<file path="config.mk">
export PLATFORM = sky130hd
export DESIGN_NAME = lcdsc_driver
export DESIGN_NICKNAME = d
export VERILOG_FILES = /design/src/rtl/lcdsc_pkg.sv /design/src/rtl/lcdsc_ticker.sv /design/src/rtl/lcdsc_driver.sv
export VERILOG_INCLUDE_DIRS = /design/src /design/src/rtl
export SDC_FILE = /design/constraint.sdc
export NUM_CORES = 1
export LEC_CHECK = 0
export ABC_AREA = 0
export ABC_CLOCK_PERIOD_IN_PS = 4400
export BUFFER_PORTS_ARGS = -buffer_cell sky130_fd_sc_hd__clkbuf_2
export CAP_MARGIN = 20
export CORE_ASPECT_RATIO = 1.5
export CORE_MARGIN = 8
export CORE_UTILIZATION = 65
export CTS_CLUSTER_DIAMETER = 120
export DETAILED_ROUTE_END_ITERATION = 10
export PLACE_DENSITY = 0.82
export SLEW_MARGIN = 20
export SYNTH_ARGS = -nofsm -noshare
export SYNTH_HDL_FRONTEND = slang
export SYNTH_SLANG_ARGS = --single-unit
</file>
<file path="constraint.sdc">
create_clock -name clk_sys -period 4.4 [get_ports clk_sys]
set_input_delay 0.88 -clock clk_sys [delete_from_list [all_inputs] [get_ports clk_sys]]
set_output_delay 0.88 -clock clk_sys [all_outputs]
set_load 0.03 [all_outputs]
</file>
<file path="src/rtl/lcdsc_map.svh">
/*
  Register fields, reset values and timing constants of the LCD
  segment/common driver.
  Assumes inclusion by the ticker and driver design modules only.
*/
`ifndef LCDSC_MAP_SVH
`define LCDSC_MAP_SVH

`define LCDSC_SEG_COUNT        40
`define LCDSC_COM_COUNT        16
`define LCDSC_RAM_WORDS        256
`define LCDSC_BANK_HI_BIT      7
`define LCDSC_DC_LO_ADDR       8'h40
`define LCDSC_DC_HI_ADDR       8'h41
`define LCDSC_CONTRAST_MSB     2
`define LCDSC_CONTRAST_RESET   3'h0
`define LCDSC_POINTER_RESET    8'h00
`define LCDSC_DIV_RESET        2'h1
`define LCDSC_SYS_CLK_HZ       250000000
`define LCDSC_SLOW_CLK_HZ      32768
`define LCDSC_SLOW_TICK_CYCLES (`LCDSC_SYS_CLK_HZ / `LCDSC_SLOW_CLK_HZ)

`endif

</file>
<file path="src/rtl/lcdsc_pkg.sv">
/*
  Types shared by the LCD segment/common driver.
  Assumes the map header sits beside it.
*/
package lcdsc_pkg;

  // Alternating-frequency division code.
  typedef enum logic [1:0] {
    LCDSC_DIV16  = 2'h0,
    LCDSC_DIV32  = 2'h1,
    LCDSC_DIV64  = 2'h2,
    LCDSC_DIV128 = 2'h3
  } lcdsc_div_t;

  // Core command strobes: pointer, display memory, contrast and on/off.
  typedef struct packed {
    logic       ptr_lo_wr;
    logic       ptr_hi_wr;
    logic       mem_wr;
    logic       mem_rd;
    logic       contrast_wr;
    logic       on_cmd;
    logic       off_cmd;
    logic [3:0] data;
  } lcdsc_cmd_t;

  typedef enum logic [1:0] {
    LCDSC_ST_OFF  = 2'b01,
    LCDSC_ST_SCAN = 2'b10
  } lcdsc_state_t;

endpackage : lcdsc_pkg

</file>
<file path="src/rtl/lcdsc_ticker.sv">
/*
  Divider that yields one-cycle ticks of the 32.768 kHz slow clock and,
  from them, of the selected alternating frequency.
  Assumes clk_sys is the only clock and the enable freezes it.
*/
`timescale 1ns/10ps
`default_nettype none
`include "lcdsc_map.svh"

module lcdsc_ticker
  import lcdsc_pkg::*;
#(
  parameter int SLOW_CYCLES = `LCDSC_SLOW_TICK_CYCLES
) (
  input  wire logic       clk_sys,
  input  wire logic       rst,
  input  wire logic       ce,
  input  wire lcdsc_div_t div_sel,
  output logic            alt_tick
);

  logic [15:0] pre_reg;
  logic [6:0]  slow_reg;
  wire         slow_tick = (pre_reg == 16'(SLOW_CYCLES - 1));
  wire  [6:0]  div_mask  = 7'((8'h10 << div_sel) - 8'h01);

  always_ff @(posedge clk_sys) begin
    if (rst) begin
      pre_reg  <= 16'h0000;
      slow_reg <= 7'h00;
      alt_tick <= 1'b0;
    end else if (ce) begin
      pre_reg  <= slow_tick ? 16'h0000 : pre_reg + 16'h0001;
      if (slow_tick) begin
        slow_reg <= slow_reg + 7'h01;
      end
      alt_tick <= slow_tick && ((slow_reg & div_mask) == div_mask);
    end
  end

endmodule : lcdsc_ticker
`default_nettype wire

</file>
<file path="src/rtl/lcdsc_driver.sv">
/*
  LCD segment/common driver: display memory, pointer, contrast code,
  automatic scan of the memory onto 40 segments by 16 commons, and
  open-drain DC mode on the upper eight segments.
  Assumes core commands are one-cycle strobes synchronous to clk_sys and
  the analog bias stage turns the logic levels into drive voltages.
*/
`timescale 1ns/10ps
`default_nettype none
`include "lcdsc_map.svh"

// Behaviour
// There are forty segment outputs and sixteen common outputs.
// Commons multiplex at one-eighth or one-sixteenth duty, biased at one fifth.
// The alternating frequency is the slow clock divided by 16, 32, 64 or 128.
// Division 16 is refused at 1/8 duty and 128 at 1/16 duty.
// There are 160 four-bit display memory locations feeding the segments.
// The memory is scanned onto the segments with no software help.
// A one bit lights its dot and a zero bit darkens it.
// Addresses 2n, 2n+1, 0x80+2n, 0x81+2n feed segment n commons 0-3, 4-7, 8-11, 12-15.
// The on command enables the display, also in hold, and off disables it.
// After reset the display is off until software turns it on.
// The eight-bit pointer is write-only and loaded a nibble at a time.
// The memory is reached only through the pointer over 0x00-0x4F and 0x80-0xCF.
// A write-only three-bit contrast code sits in bits 2 to 0.
// In DC mode segments 32-35 and 36-39 are open drain fed from 0x40 and 0x41.
// At one-eighth duty only commons 0 to 7 are driven.
module lcdsc_driver
  import lcdsc_pkg::*;
#(
  parameter int SEGS        = `LCDSC_SEG_COUNT,
  parameter int COMS        = `LCDSC_COM_COUNT,
  parameter int SLOW_CYCLES = `LCDSC_SLOW_TICK_CYCLES
) (
  input  wire logic             clk_sys,
  input  wire logic             rst,
  input  wire logic             ce,
  input  wire lcdsc_cmd_t       cmd,
  input  wire logic             duty_16,
  input  wire lcdsc_div_t       div_sel,
  input  wire logic             hold_mode,
  input  wire logic             dc_lo_en,
  input  wire logic             dc_hi_en,
  output logic [3:0]            rd_data,
  output logic                  rd_valid,
  output logic                  display_on,
  output logic                  alt_phase,
  output logic [2:0]            contrast_code,
  output logic [SEGS-1:0]       seg_on,
  output logic [COMS-1:0]       com_sel,
  output logic [7:0]            seg_dc_out,
  output logic [7:0]            seg_dc_oe_n
);

  ////////////////////////////////////////////////////////////////////////
  // Memory, pointer and contrast.

  logic [3:0]   mem [`LCDSC_RAM_WORDS];
  logic [7:0]   ptr_reg;
  lcdsc_state_t state_reg;
  logic [3:0]   com_reg;
  logic         alt_tick;

  // Holes between 0x50-0x7F and above 0xCF are not memory.
  wire ptr_in_map = (ptr_reg[6:0] < 7'h50);
  wire div_legal  = duty_16 ? (div_sel != LCDSC_DIV128)
                            : (div_sel != LCDSC_DIV16);
  wire [3:0] com_last = duty_16 ? 4'hF : 4'h7;

  always_ff @(posedge clk_sys) begin
    if (ce && cmd.mem_wr && ptr_in_map) begin
      mem[ptr_reg] <= cmd.data;
    end
  end

  always_ff @(posedge clk_sys) begin
    if (rst) begin
      ptr_reg <= `LCDSC_POINTER_RESET;
    end else if (ce && cmd.ptr_lo_wr) begin
      ptr_reg[3:0] <= cmd.data;
    end else if (ce && cmd.ptr_hi_wr) begin
      ptr_reg[7:4] <= cmd.data;
    end
  end

  always_ff @(posedge clk_sys) begin
    if (rst) begin
      contrast_code <= `LCDSC_CONTRAST_RESET;
    end else if (ce && cmd.contrast_wr) begin
      contrast_code <= cmd.data[`LCDSC_CONTRAST_MSB:0];
    end
  end

  always_ff @(posedge clk_sys) begin
    if (rst) begin
      rd_data  <= 4'h0;
      rd_valid <= 1'b0;
    end else if (ce) begin
      rd_valid <= cmd.mem_rd;
      rd_data  <= (cmd.mem_rd && ptr_in_map) ? mem[ptr_reg] : 4'h0;
    end
  end

  ////////////////////////////////////////////////////////////////////////
  // Display on/off state and common scan.

  lcdsc_ticker #(
    .SLOW_CYCLES (SLOW_CYCLES)
  ) u_ticker (
    .clk_sys  (clk_sys),
    .rst      (rst),
    .ce       (ce),
    .div_sel  (div_sel),
    .alt_tick (alt_tick)
  );

  // Hold mode does not stop the scan; only the off command or reset does.
  always_ff @(posedge clk_sys) begin
    if (rst) begin
      state_reg <= LCDSC_ST_OFF;
    end else if (ce) begin
      case (state_reg)
        LCDSC_ST_OFF:  if (cmd.on_cmd) state_reg <= LCDSC_ST_SCAN;
        LCDSC_ST_SCAN: if (cmd.off_cmd) state_reg <= LCDSC_ST_OFF;
        default:       state_reg <= LCDSC_ST_OFF;
      endcase
    end
  end

  wire scanning = (state_reg == LCDSC_ST_SCAN) || hold_mode & 1'b0;
  wire step     = scanning && alt_tick && div_legal;

  always_ff @(posedge clk_sys) begin
    if (rst) begin
      com_reg    <= 4'h0;
      alt_phase  <= 1'b0;
      display_on <= 1'b0;
    end else if (ce) begin
      display_on <= scanning;
      if (!scanning) begin
        com_reg <= 4'h0;
      end else if (step) begin
        com_reg <= (com_reg >= com_last) ? 4'h0 : com_reg + 4'h1;
        if (com_reg >= com_last) begin
          alt_phase <= ~alt_phase;
        end
      end
    end
  end

  ////////////////////////////////////////////////////////////////////////
  // Segment pattern fetch by direct memory read.

  logic [SEGS-1:0] seg_next;
  logic [7:0]      dc_next;
  wire  [7:0]      row_base = {com_reg[3], 7'h00} | {7'h00, com_reg[2]};

  always_comb begin
    seg_next = '0;
    for (int n = 0; n < SEGS; n++) begin
      seg_next[n] = mem[8'(row_base + 8'(2 * n))][com_reg[1:0]];
    end
  end

  assign dc_next = {mem[`LCDSC_DC_HI_ADDR], mem[`LCDSC_DC_LO_ADDR]};

  always_ff @(posedge clk_sys) begin
    if (rst) begin
      seg_on      <= '0;
      com_sel     <= '0;
      seg_dc_out  <= 8'h00;
      seg_dc_oe_n <= 8'hFF;
    end else if (ce) begin
      seg_on  <= scanning ? seg_next : '0;
      com_sel <= scanning ? COMS'(1) << com_reg : '0;
      seg_dc_out <= 8'h00;
      // Open drain: a zero bit pulls low, a one releases the pin.
      seg_dc_oe_n[3:0] <= dc_lo_en ? dc_next[3:0] : 4'hF;
      seg_dc_oe_n[7:4] <= dc_hi_en ? dc_next[7:4] : 4'hF;
    end
  end

endmodule : lcdsc_driver
`default_nettype wire

</file>
==> impl_metrics.json <==
{
  "status": "completed",
  "dpl.cell_count": 3449,
  "grt_overflow": 0,
  "rsz0062_at_grt": "false",
  "fmax_mhz": 274,
  "dr.pass1.iters": 5,
  "area_delta_synth_final_pct": 11.8,
  "tns_ps": 0,
  "total_power_w": 0.0191,
  "ctsResizeCount": 0,
  "row_count": 115,
  "io_buffers": 92,
  "path_delay_family": "flip-flops",
  "combPwrFrac": 0.047,
  "max_stage_delay_ps": 1010,
  "cap_viol_max_count": 0,
  "core-area_um2": 65600,
  "cts_setup_buffers": 0,
  "drtIter0Drc": 3731,
  "antenna_left": 0,
  "power.density_nw_per_um2": 397,
  "root_buffer": "clkbuf_16",
  "track_usage": 0.311,
  "grt_antenna_before_repair": 6,
  "regMostFlops": "mem",
  "synthArstFlopShare": 0,
  "path_class": "flip-flop to flip-flop",
  "path_clk_slew_ps": 70,
  "path_cells": "buf_4 -> mux4_2 -> mux2i_1 -> o22ai_1 -> nor4_1 -> buf_4 -> nor3_1 -> a211o_1",
  "die_height_um": 331,
  "power.leakage_nw": 15.4,
  "power_switching_w": 0.00405,
  "cts_htree_levels": 3,
  "ys_top_cells_by_count": "864 x edfxtp_1, 398 x mux4_2, 269 x nor2_1",
  "switching_share": 0.212,
  "worst_pin_slew_ps": 1080,
  "die_x_um": 226,
  "routedWlPerCell_um": 31.9,
  "synth_cell_type_count": 65,
  "grt_pass1_wl_mm": 170,
  "critPathArrivalTime_ps": 4180,
  "clkLatencyLatePin_ps": 650,
  "top_regs": "mem (864), seg_on (40)",
  "synth_area_leader_cell": "edfxtp_1",
  "power_frac_clock": 0.411,
  "synth_most_common_cell": "edfxtp_1",
  "ys_seq_area_frac": 0.655,
  "worstPathRequired_ps": 4930,
  "yosysWarningCount": 0,
  "synth_seq_cells": 976,
  "drcViolationCount": 0,
  "crit_path_max_fanout": 43,
  "num-fill-cells": 3725,
  "cts_buffers": 86,
  "synth_area_leaders": "edfxtp_1 60%, mux4_2 21%, dfxtp_1 5.2%",
  "fin_skew_ps": 25.6,
  "max_slew_margin": 0.278,
  "layout.nets": 2690,
  "crit_top_cell": "buf_4",
  "synth_area_um2": 43100,
  "final-hold-violation-count": 0,
  "cts_max_path_buffers": 3,
  "ys.flop_type": "edfxtp_1",
  "end_kind": "flip-flop",
  "routed_via_density": 7.05,
  "largest_reg_flops": 864,
  "period_share": 0.829,
  "layout_min_cycle_time_ps": 3650,
  "p_int_w": 0.0151,
  "min_path_type": "flip-flop to flip-flop",
  "drive_gt1_frac": 0.266,
  "synth.avg_cell_area_um2": 18.3,
  "dieArea_um2": 74900,
  "stdcell_area_um2": 48100,
  "synth_edf_count": 864,
  "final_cells": 3607,
  "ir_drop_mv": 0.322,
  "critPathBufInv": 2,
  "netlist_instances": 2351,
  "cp-start-kind": "flip-flop",
  "initial_utilization": 0.656,
  "clkSinkCount": 976,
  "ios": 102,
  "dp_hpwl_mm": 73.9,
  "setup_viol": 0,
  "gp_congestion": 0.979,
  "p_seq_frac": 0.542,
  "slew_violations": 0,
  "totalWireLength_mm": 115,
  "synth_top_area_share": 0.603,
  "first_global_vias": 26300,
  "via_count": 25400,
  "ctsHoldBuffers": 0,
  "grt_max_degree": 125,
  "dpl_cell_area_um2": 45200,
  "crit_slowest_cell": "dfxtp_4",
  "tritoncts": "yes"
}
[metal layers]
layer  share of wire  GRT usage  vias up
met4           0.076      0.197        6
met2            0.50      0.514     2077
li1                -          -    10100
met1            0.31      0.362    12700
met5         0.00032          0        -
met3            0.12     0.0732      517
[area by class of cell]
type / count / area [um2] / share of cell area
Multi-Input combinational cell: 1420 / 14700 / 0.306
Sequential cell: 976 / 28200 / 0.586
Clock buffer: 102 / 2260 / 0.0471
Tap cell: 877 / 1100 / 0.0228
Timing Repair Buffer: 166 / 1180 / 0.0245
Antenna cell: 2 / 5.00 / 0.000104
Clock inverter: 54 / 633 / 0.0132
Inverter: 10 / 40.0 / 0.000832
[worst register-to-register path, delay by kind of cell (launching register included)]
kind                   cells  cell delay, ps
AO/OA/AOI/OAI              2             410
buffers and inverters      2             780
multiplexers               2             530
flip-flops                 1            1010
AND/OR/NAND/NOR            2             800
[per-stage QoR]
stage           util  worst slack [ps]  hold WS [ps]
2_1_floorplan      -              1870           437
3_3_place_gp   0.689               906           450
3_5_place_dp   0.689               905           459
4_1_cts        0.733               864           469
5_1_grt        0.733               548           488
6_report       0.734               754           464
[power by group through the flow]
stage	clock, W	combinational (W)	sequential, W
floorplan	0	0.000549	0.0105
global placement	0	0.000842	0.0105
detailed placement	0	0.000865	0.0106
CTS	0.00788	0.000877	0.0104
global route	0.00824	0.000941	0.0104
finish	0.00785	0.000901	0.0104
[cell usage in the layout (no fill, tap or decap), types with 15 or more instances in the layout]
master,n
a22oi_1,52
clkbuf_2,87
nand2_1,76
conb_1,232
o22ai_1,37
clkbuf_16,88
nand4_1,15
a21oi_1,29
mux2_2,16
nor2_1,268
mux2i_1,52
mux4_1,15
dfxtp_1,106
nand3_1,26
nor3_1,23
mux4_2,398
buf_4,65
nand2b_1,17
edfxtp_1,864
[kinds of logic after synthesis]
family,count (synthesis),synth area share
flops,976,0.655
simple gates,494,0.0511
mux,481,0.234
buf+inv,186,0.0241
compound gates,181,0.0291
xor+xnor,22,0.00448
fa+ha+maj,10,0.00291
other cells,1,0.0000871
[path summary, 6_finish.rpt]
| path | end | slack, ps | depth (start not counted) | start |
|---|---|---|---|---|
| setup / recovery | rd_data[3]$_SDFFE_PP0P_ | 750 | 8 | ptr_reg[1]$_SDFFE_PP0P_ |
| hold / removal | com_sel[7]$_SDFFE_PP0P_ | 460 | 2 | com_sel[7]$_SDFFE_PP0P_ |
| hold reg to reg | com_sel[7]$_SDFFE_PP0P_ | 460 | 2 | com_sel[7]$_SDFFE_PP0P_ |
| setup reg to reg | rd_data[3]$_SDFFE_PP0P_ | 750 | 8 | ptr_reg[1]$_SDFFE_PP0P_ |
Power figures use the tool's default switching activity.
